<file path="src/status_pkg.sv">
// shared constants for the algorithm status word and its command link
package status_pkg;

	// ****************************************************************
	// status word layout
	// ****************************************************************
	localparam int          STATUS_W          = 16;
	localparam int          BIT_CRC_SUSP      = 8;
	localparam int          BIT_READY         = 7;
	localparam int          BIT_ERASE_SUSP    = 6;
	localparam int          BIT_ERASE_FAIL    = 5;
	localparam int          BIT_PROG_FAIL     = 4;
	localparam int          BIT_BUF_ABORT     = 3;
	localparam int          BIT_PROG_SUSP     = 2;
	localparam int          BIT_LOCK_ERR      = 1;
	localparam int          BIT_ERASE_CHECK   = 0;
	localparam logic [15:0] STATUS_RESET      = 16'h0080;
	localparam logic [15:0] RESULT_MASK       = 16'h003b;
	localparam logic [15:0] RESERVED_MASK     = 16'hfe00;
	localparam logic [15:0] VALID_WHEN_READY  = 16'h017f;
	localparam logic [6:0]  NOISE_SEED        = 7'h55;

	// ****************************************************************
	// link widths and commands
	// ****************************************************************
	localparam int          ADDR_W            = 24;
	localparam int          DATA_W            = 16;
	localparam int          CMD_W             = 4;

	typedef enum logic [3:0] {
		CMD_NONE,
		CMD_STATUS_READ,
		CMD_CLEAR_STATUS,
		CMD_SOFT_RESET,
		CMD_ERASE_RESUME,
		CMD_PROG_RESUME
	} cmd_e;

	// ****************************************************************
	// helpers
	// ****************************************************************
	// host-side view: drop reserved bits, and bits invalid while busy
	function automatic logic [15:0] usable_status(input logic [15:0] raw);
		logic [15:0] m;
		m = raw & ~RESERVED_MASK;
		if (!m[BIT_READY]) begin
			m = m & ~VALID_WHEN_READY;
		end
		return m;
	endfunction

endpackage

</file>
<file path="src/flash_link_if.sv">
// link between host controller and status logic of the flash device
`timescale 1ns/1ns
interface flash_link_if;
	import status_pkg::*;
	logic              cmd_valid;
	logic [CMD_W-1:0]  cmd_code;
	logic              rd_valid;
	logic [ADDR_W-1:0] rd_addr;
	logic              rd_done;
	logic [DATA_W-1:0] rd_data;
	logic              rd_was_status;

	modport device (
		input  cmd_valid,
		input  cmd_code,
		input  rd_valid,
		input  rd_addr,
		output rd_done,
		output rd_data,
		output rd_was_status
	);
	modport host (
		output cmd_valid,
		output cmd_code,
		output rd_valid,
		output rd_addr,
		input  rd_done,
		input  rd_data,
		input  rd_was_status
	);
endinterface

</file>
<file path="src/status_word.sv">
// sticky status word with result and state bits of the embedded algorithm
`timescale 1ns/1ns
module status_word
	import status_pkg::*;
(
	input  wire logic        clk_sys,
	input  wire logic        resetn,
	input  wire logic        clear_results,
	input  wire logic        erase_resume,
	input  wire logic        prog_resume,
	input  wire logic        alg_start,
	input  wire logic        alg_done,
	input  wire logic        erase_done,
	input  wire logic        erase_failed,
	input  wire logic        prog_done,
	input  wire logic        prog_failed,
	input  wire logic        prog_to_susp_sector,
	input  wire logic        buf_abort,
	input  wire logic        lock_hit,
	input  wire logic        check_done,
	input  wire logic        check_ok,
	input  wire logic        erase_suspend,
	input  wire logic        prog_suspend,
	input  wire logic        crc_suspend,
	input  wire logic        crc_resume,
	output logic [15:0]      status_q
);

	logic [15:0] status_d;
	logic [6:0]  noise_q;
	logic [6:0]  noise_d;

	// ****************************************************************
	// next state: clear first, so a same-cycle event still sets
	// ****************************************************************
	always_comb begin
		status_d = status_q;
		noise_d  = {noise_q[5:0], noise_q[6] ^ noise_q[5]};
		if (clear_results) begin
			status_d = status_d & ~RESULT_MASK;
		end
		if (alg_start) begin
			status_d[BIT_READY] = 1'b0;
		end
		if (alg_done) begin
			status_d[BIT_READY] = 1'b1;
		end
		if (erase_done) begin
			// suspended program or erase forces failure
			status_d[BIT_ERASE_FAIL] = erase_failed | status_q[BIT_ERASE_SUSP]
				| status_q[BIT_PROG_SUSP];
		end
		if (prog_done) begin
			status_d[BIT_PROG_FAIL] = prog_failed | status_q[BIT_PROG_SUSP]
				| (status_q[BIT_ERASE_SUSP] & prog_to_susp_sector);
		end
		if (prog_done | erase_done) begin
			status_d[BIT_LOCK_ERR] = lock_hit;
		end
		if (buf_abort) begin
			status_d[BIT_BUF_ABORT] = 1'b1;
		end
		if (check_done) begin
			status_d[BIT_ERASE_CHECK] = check_ok;
		end
		if (erase_suspend) begin
			status_d[BIT_ERASE_SUSP] = 1'b1;
		end
		if (erase_resume) begin
			status_d[BIT_ERASE_SUSP] = 1'b0;
		end
		if (prog_suspend) begin
			status_d[BIT_PROG_SUSP] = 1'b1;
		end
		if (prog_resume) begin
			status_d[BIT_PROG_SUSP] = 1'b0;
		end
		if (crc_suspend) begin
			status_d[BIT_CRC_SUSP] = 1'b1;
		end
		if (crc_resume) begin
			status_d[BIT_CRC_SUSP] = 1'b0;
		end
		// reserved bits wander so hosts learn to mask them
		status_d[15:9] = noise_q;
	end

	// register stage
	always_ff @(posedge clk_sys or negedge resetn) begin
		if (!resetn) begin
			status_q <= STATUS_RESET;
			noise_q  <= NOISE_SEED;
		end else begin
			status_q <= status_d;
			noise_q  <= noise_d;
		end
	end

endmodule

</file>
<file path="src/flash_status_device.sv">
// device end: command decode and one-shot status overlay on reads
`timescale 1ns/1ns
module flash_status_device
	import status_pkg::*;
(
	input  wire logic        clk_sys,
	input  wire logic        resetn,
	flash_link_if.device     link,
	input  wire logic        alg_start,
	input  wire logic        alg_done,
	input  wire logic        erase_done,
	input  wire logic        erase_failed,
	input  wire logic        prog_done,
	input  wire logic        prog_failed,
	input  wire logic        prog_to_susp_sector,
	input  wire logic        buf_abort,
	input  wire logic        lock_hit,
	input  wire logic        check_done,
	input  wire logic        check_ok,
	input  wire logic        erase_suspend,
	input  wire logic        prog_suspend,
	input  wire logic        crc_suspend,
	input  wire logic        crc_resume,
	input  wire logic [15:0] array_data,
	output logic [15:0]      status_now,
	output logic             soft_reset_pulse
);

	typedef enum logic {ARRAY_MODE, OVERLAY_MODE} mode_e;

	// ****************************************************************
	// state and decode signals
	// ****************************************************************
	mode_e       mode_q;
	mode_e       mode_d;
	logic        done_q;
	logic        done_d;
	logic [15:0] data_q;
	logic [15:0] data_d;
	logic        was_st_q;
	logic        was_st_d;
	logic        srst_q;
	logic        srst_d;
	logic        cmd_clear;
	logic        cmd_eres;
	logic        cmd_pres;
	logic        cmd_stat;
	logic        cmd_srst;
	logic [15:0] status_q;

	// ****************************************************************
	// helpers
	// ****************************************************************
	// one command strobe for one code; unknown codes match nothing
	function automatic logic cmd_is(
		input logic             valid,
		input logic [CMD_W-1:0] code,
		input cmd_e             want
	);
		return valid & (code == want);
	endfunction

	// word handed back for a read: status while the overlay is armed
	function automatic logic [15:0] read_word(
		input mode_e       mode,
		input logic [15:0] word,
		input logic [15:0] array_word
	);
		logic [15:0] w;
		w = array_word;
		if (mode == OVERLAY_MODE) begin
			w = word;
		end
		return w;
	endfunction

	// ****************************************************************
	// command decode
	// ****************************************************************
	// clear-status and soft reset share the result clear; state bits are
	// left alone so a suspended operation survives the clear, and codes
	// outside the set are simply ignored
	assign cmd_clear = cmd_is(link.cmd_valid, link.cmd_code, CMD_CLEAR_STATUS)
		| cmd_is(link.cmd_valid, link.cmd_code, CMD_SOFT_RESET);
	assign cmd_eres  = cmd_is(link.cmd_valid, link.cmd_code, CMD_ERASE_RESUME);
	assign cmd_pres  = cmd_is(link.cmd_valid, link.cmd_code, CMD_PROG_RESUME);
	assign cmd_stat  = cmd_is(link.cmd_valid, link.cmd_code, CMD_STATUS_READ);
	assign cmd_srst  = cmd_is(link.cmd_valid, link.cmd_code, CMD_SOFT_RESET);

	// ****************************************************************
	// status word
	// ****************************************************************
	// the word lives in its own module, so the sticky-bit priorities
	// stay in one place
	status_word status_word_inst (
		.clk_sys             (clk_sys),
		.resetn              (resetn),
		.clear_results       (cmd_clear),
		.erase_resume        (cmd_eres),
		.prog_resume         (cmd_pres),
		.alg_start           (alg_start),
		.alg_done            (alg_done),
		.erase_done          (erase_done),
		.erase_failed        (erase_failed),
		.prog_done           (prog_done),
		.prog_failed         (prog_failed),
		.prog_to_susp_sector (prog_to_susp_sector),
		.buf_abort           (buf_abort),
		.lock_hit            (lock_hit),
		.check_done          (check_done),
		.check_ok            (check_ok),
		.erase_suspend       (erase_suspend),
		.prog_suspend        (prog_suspend),
		.crc_suspend         (crc_suspend),
		.crc_resume          (crc_resume),
		.status_q            (status_q)
	);

	// ****************************************************************
	// soft reset strobe
	// ****************************************************************
	// one-cycle pulse for the sequencer, which must abandon its work;
	// the result bits are already cleared through cmd_clear
	always_comb begin
		srst_d = cmd_srst;
	end

	// register stage
	always_ff @(posedge clk_sys or negedge resetn) begin
		if (!resetn) begin
			srst_q <= 1'b0;
		end else begin
			srst_q <= srst_d;
		end
	end

	// ****************************************************************
	// overlay mode and read answer
	// ****************************************************************
	// a read in the same cycle as the command still sees the array; the
	// overlay then waits for the following read, whatever its address
	always_comb begin
		mode_d   = mode_q;
		done_d   = 1'b0;
		data_d   = data_q;
		was_st_d = was_st_q;
		if (link.rd_valid) begin
			done_d = 1'b1;
			data_d = read_word(mode_q, status_q, array_data);
			case (mode_q)
				OVERLAY_MODE: begin
					was_st_d = 1'b1;
					mode_d   = ARRAY_MODE;
				end
				default: begin
					was_st_d = 1'b0;
				end
			endcase
		end
		if (cmd_stat) begin
			mode_d = OVERLAY_MODE;
		end
	end

	// register stage; read data holds until the next read replaces it
	always_ff @(posedge clk_sys or negedge resetn) begin
		if (!resetn) begin
			mode_q   <= ARRAY_MODE;
			done_q   <= 1'b0;
			data_q   <= 16'h0000;
			was_st_q <= 1'b0;
		end else begin
			mode_q   <= mode_d;
			done_q   <= done_d;
			data_q   <= data_d;
			was_st_q <= was_st_d;
		end
	end

	// ****************************************************************
	// outputs
	// ****************************************************************
	// the status word is also offered raw, reserved noise included
	assign status_now       = status_q;
	assign soft_reset_pulse = srst_q;

	// read answer, all straight from flip-flops
	assign link.rd_done       = done_q;
	assign link.rd_data       = data_q;
	assign link.rd_was_status = was_st_q;

endmodule

</file>
<file path="src/flat_wrapper.sv">
// flat-port wrapper written by rule: the top's interface ports become plain ports
module flash_status_device_flat import status_pkg::*;
  (clk_sys, resetn, alg_start, alg_done, erase_done, erase_failed, prog_done, prog_failed, prog_to_susp_sector, buf_abort, lock_hit, check_done, check_ok, erase_suspend, prog_suspend, crc_suspend, crc_resume, array_data, status_now, soft_reset_pulse, link_cmd_valid, link_cmd_code, link_rd_valid, link_rd_addr, link_rd_done, link_rd_data, link_rd_was_status);
  flash_link_if link_i ();
  input  wire logic clk_sys;
  input  wire logic resetn;
  input  wire logic alg_start;
  input  wire logic alg_done;
  input  wire logic erase_done;
  input  wire logic erase_failed;
  input  wire logic prog_done;
  input  wire logic prog_failed;
  input  wire logic prog_to_susp_sector;
  input  wire logic buf_abort;
  input  wire logic lock_hit;
  input  wire logic check_done;
  input  wire logic check_ok;
  input  wire logic erase_suspend;
  input  wire logic prog_suspend;
  input  wire logic crc_suspend;
  input  wire logic crc_resume;
  input  wire logic [15:0] array_data;
  output logic [15:0] status_now;
  output logic soft_reset_pulse;
  input wire logic [$bits(link_i.cmd_valid)-1:0] link_cmd_valid;
  input wire logic [$bits(link_i.cmd_code)-1:0] link_cmd_code;
  input wire logic [$bits(link_i.rd_valid)-1:0] link_rd_valid;
  input wire logic [$bits(link_i.rd_addr)-1:0] link_rd_addr;
  output wire logic [$bits(link_i.rd_done)-1:0] link_rd_done;
  output wire logic [$bits(link_i.rd_data)-1:0] link_rd_data;
  output wire logic [$bits(link_i.rd_was_status)-1:0] link_rd_was_status;
  assign link_i.cmd_valid = link_cmd_valid;
  assign link_i.cmd_code = link_cmd_code;
  assign link_i.rd_valid = link_rd_valid;
  assign link_i.rd_addr = link_rd_addr;
  assign link_rd_done = link_i.rd_done;
  assign link_rd_data = link_i.rd_data;
  assign link_rd_was_status = link_i.rd_was_status;
  flash_status_device u_core (.clk_sys(clk_sys), .resetn(resetn), .link(link_i), .alg_start(alg_start), .alg_done(alg_done), .erase_done(erase_done), .erase_failed(erase_failed), .prog_done(prog_done), .prog_failed(prog_failed), .prog_to_susp_sector(prog_to_susp_sector), .buf_abort(buf_abort), .lock_hit(lock_hit), .check_done(check_done), .check_ok(check_ok), .erase_suspend(erase_suspend), .prog_suspend(prog_suspend), .crc_suspend(crc_suspend), .crc_resume(crc_resume), .array_data(array_data), .status_now(status_now), .soft_reset_pulse(soft_reset_pulse));
endmodule
</file>
<file path="config.mk">
export PLATFORM = sky130hd
export DESIGN_NAME = flash_status_device_flat
export DESIGN_NICKNAME = d
export VERILOG_FILES = /design/src/status_pkg.sv /design/src/flash_link_if.sv /design/src/status_word.sv /design/src/flash_status_device.sv /design/src/flat_wrapper.sv
export SDC_FILE = /design/constraint.sdc
export NUM_CORES = 1
export LEC_CHECK = 0
export ABC_AREA = 0
export BUFFER_PORTS_ARGS = -buffer_cell sky130_fd_sc_hd__buf_2
export CORE_MARGIN = 2
export CORE_UTILIZATION = 42
export CTS_BUF_LIST = sky130_fd_sc_hd__clkbuf_8 sky130_fd_sc_hd__clkbuf_16
export DETAILED_ROUTE_END_ITERATION = 6
export HOLD_SLACK_MARGIN = 0.03
export PLACE_DENSITY = 0.79
export SLEW_MARGIN = 0
export SYNTH_ARGS = -nofsm -noshare
export SYNTH_HDL_FRONTEND = slang
export SYNTH_SLANG_ARGS = --single-unit
</file>
<file path="constraint.sdc">
create_clock -name clk_sys -period 1.4 [get_ports clk_sys]
set_input_delay 0.07 -clock clk_sys [delete_from_list [all_inputs] [get_ports clk_sys]]
set_output_delay 0.07 -clock clk_sys [all_outputs]
set_load 0.03 [all_outputs]
</file>
==> flow_results.org <==
** Run status
- Status :: complete, no violations

** Power and ir drop
- Switching power :: ~650 uW
- Leakage power summed over all cells :: between 1 and 1.5 nW
- Across the VDD grid, the largest voltage drop is 655 uV.
- In this run, flip-flops and latches consume a little over half of the power.
- Combinational logic is responsible for around 19% of the overall power.
- The clock network is responsible for between 20 and 30% of the overall power.
- Switching share of power :: 27.5%
- Summing internal, switching and leakage power gives 2.38 mW.
- Power per cell area :: 1090 mW/mm^2
- Cell internal power was estimated by the tool at 1.72 mW.

** STA
- After layout, the worst path uses ~94% of the clock period.
- Worst max-slew margin expressed relative to the limit :: between 60% and 70%
- Between clock sinks in the finished design, the worst skew comes to 0.00399 ns.
- At the pin with the least slew margin, the transition time is 0.486 ns.
- Final critical path time including I/O delays and setup :: ~1.3 ns
- Final Max Slew Viols :: 0
- Total Negative Setup Slacks :: 0 ns
- Peak Freq :: about 760 MHz
- Setup violations remaining at the end of the flow were counted as 0.
- Number of endpoints with negative hold slack in the final report :: 0
- Setup repair after global routing left no endpoint under its margin.

** Placed design
- The congestion estimate from routability-driven global placement came to 0.688.
- Placed wire-length estimate :: ~2400 um
- Once placement completed, the tool counted placed cells totaling around 250.
- During placement, the flow inserted port buffers numbering 73.

** GRT
- Antenna violations before repair :: 0
- Global-route wire length before repair :: 5320 um
- Global routing used 16.7% of the available tracks across all layers.
- For this run the aggregate overflow at the end of global routing stands at 0.
- Largest net degree at the start of global routing :: 41
- Vias in the first global route :: approximately 1200

** Finish
- In the final design database the tool counted around 280 nets.
- Area growth syn-to-layout :: 38.4%
- Cells fill around three fifths of the core in the end.
- Number of antenna repair diodes :: 0
- Ratio of cells with drive above 1 in the final layout :: between 40% and 50%
- The finished layout holds ~270 standard cells, fillers aside.

** CTS
- TritonCTS built the clock tree.
- After clock tree synthesis, the repair step resized 0 gates.
- Number of H-tree levels :: 2
- Clock tree root buffer cell :: sky130_fd_sc_hd__clkbuf_8
- For this design, the sink count on the clock tree is 40.
- Clock-pin slew on the worst setup and hold paths :: around 0.06 ns
- The clock passes through at most 2 buffers.
- CTS Buf Count :: 5
- Source-to-sink clock delay at the later pin of the worst-skew pair :: ~0.28 ns

** Setup path
- For the worst setup path, the data required time is 1.56 ns.
- STA classifies the critical path startpoint as a register.
- Worst path arrival time :: 1.47 ns
- Worst setup path class :: reg -> reg
- Of all nets on the critical path, the largest fanout is 5.
- Critical path endpoint category :: register

** Floorplan
- The core region is about 0.0036 sq mm.
- The initial utilization of the core area, before any placement, comes to a little over two fifths.
- Die Height :: approximately 65 um
- 98 I/O pins were placed.
- The floorplan has 22 rows.
- From left edge to right edge, the die measures 65.4 um.
- The die covers approximately 0.0043 sq mm.

** Yosys
- In this run, synthesis inferred 0 flip-flops with an integrated enable.
- Commonest cells post-synth :: 35 x sky130_fd_sc_hd__dfrtp_1, 20 x sky130_fd_sc_hd__nor2_1, 16 x sky130_fd_sc_hd__a21oi_1, 16 x sky130_fd_sc_hd__mux2i_1, 7 x sky130_fd_sc_hd__inv_1
- The largest total area in the synthesized netlist belongs to sky130_fd_sc_hd__dfrtp_1.
- Mapped Nets :: 192
- After synthesis, the cell types taking the most area are sky130_fd_sc_hd__dfrtp_1 55%, sky130_fd_sc_hd__mux2i_1 10%, sky130_fd_sc_hd__dfstp_2 8.3%, sky130_fd_sc_hd__a21oi_1 5.1%, sky130_fd_sc_hd__nor2_1 4.7%.
- Cells after synthesis :: ~130
- Each instance of the synthesized netlist takes up on average between 10 and 15 sq um.
- Fraction of synthesis flops using an asynchronous set or reset pin :: 100%
- Among all cell types in the netlist, the one instantiated most often is sky130_fd_sc_hd__dfrtp_1.
- The most used flip-flop cell after synthesis is sky130_fd_sc_hd__dfrtp_1.
- The synthesized design devotes to its leading area cell type a little under three fifths of total area.
- Unique cell type count in the Yosys netlist :: 26
- Post-synthesis instance area :: roughly 0.0016 sq mm
- Sequential area share after synthesis :: roughly 64%
- For this run, the number of Yosys warnings is 0.
- In this run, synthesis produced a sequential element count of 40.

** Route
- Once detail routing completed, the nets flagged for antenna violations numbered 0.
- Starting DRT DRC Count :: 38
- Total number of vias :: approximately 1300
- For this run, design rule violations remaining after detail routing come to 0.
- DR vias/cell :: roughly 4.7
- After detailed routing, the total wire length is 3380 um.
- Avg WL per Cell :: 12.7 um
- Number of iterations in the first detailed-routing pass :: 4

** Min path
- Type of the tightest min-delay check :: in -> reg

** Flow run
- Max-cap violations in this run came to 0.
repair_timing:
action                    CTS  global route
hold endpoints to repair   43             0
buffers inserted            0             0
hold buffers               14             0
worst max-delay path: stages (launching register included):
cell                            delay (ns)
sky130_fd_sc_hd__dfrtp_1              0.42
sky130_fd_sc_hd__nor2_1               0.14
sky130_fd_sc_hd__a31oi_1              0.06
sky130_fd_sc_hd__dlygate4sd3_1        0.58
cell type report:
type	count	area, sq um
clock buffers	5	68.8
flip-flops and latches	40	1010
well taps	48	60.1
fillers	330	1450
inverters	7	26.3
multi-input cells	73	474
repair buffers	92	543
clock inverters	2	8.76
layer usage:
metal | track usage, % | share of wire [%] | vias to the layer above
li1 | - | - | 614
met1 | 19.9 | 41 | 593
met2 | 29.1 | 51 | 48
met3 | 5.48 | 7.8 | 2
met4 | 4.69 | 0.41 | 0
met5 | 0 | 0 | -
registers in the layout, indices dropped and copies added (netlist names):
name	flops
u_core.status_word_inst.status_q	13
u_core.link.rd_was_status	1
u_core.mode_q	1
u_core.soft_reset_pulse	1
u_core.link.rd_data	16
u_core.link.rd_done	1
u_core.status_word_inst.noise_q	7
path summary, 6_finish.rpt:
path / startpoint / end / slack, ns / cells after the start
setup / recovery: u_core.status_word_inst.status_q[2] / u_core.status_word_inst.status_q[2] / 0.09 / 3
hold / removal: erase_suspend / u_core.status_word_inst.status_q[6] / 0.05 / 3
setup reg to reg: u_core.status_word_inst.status_q[2] / u_core.status_word_inst.status_q[2] / 0.09 / 3
hold reg to reg: u_core.status_word_inst.noise_q[4] / u_core.status_word_inst.noise_q[5] / 0.39 / 0
max in group asynchronous: resetn / u_core.status_word_inst.status_q[7] / 0.63 / 3
min in group asynchronous: resetn / u_core.status_word_inst.status_q[8] / 0.40 / 3
layout by cell type, fill, tap and decap left out, drive strengths merged, types with 2 or more instances in the layout:
| cell | synthesis | routed |
|---|---|---|
| buf | 9 | 78 |
| dfrtp | 35 | 35 |
| nor2 | 20 | 20 |
| mux2i | 16 | 16 |
| a21oi | 16 | 16 |
| dlygate4sd3 | 0 | 14 |
| inv | 7 | 8 |
| clkbuf | 0 | 5 |
| dfstp | 5 | 5 |
| nand2b | 3 | 3 |
| o21ai | 3 | 3 |
| a31oi | 2 | 2 |
power groups by stage:
stage	Sequential (mW)	Clock (mW)	Combinational [mW]
after global routing	1.27	0.751	0.483
after floorplan	1.42	0	0.112
after detailed placement	1.29	0	0.415
final	1.27	0.673	0.440
after CTS	1.27	0.701	0.444
after global placement	1.28	0	0.405
kinds of logic after synthesis:
family / share of synthesized area (%)
xor+xnor: 0.554
simple gates: 7.83
buf+inv: 6.33
mux: 10.8
flops: 63.7
compound gates: 10.8
through the flow:
stage	area [sq um]	hold WS [ns]	setup slack, ns
floorplan	1580	-0.226	0.394
global placement	1970	0.145	0.373
detailed placement	1970	0.154	0.344
CTS	2190	0.0419	0.104
global route	2190	0.0456	0.00343
finish	2190	0.0494	0.0892
No activity file was read; power rests on OpenSTA's default activity.
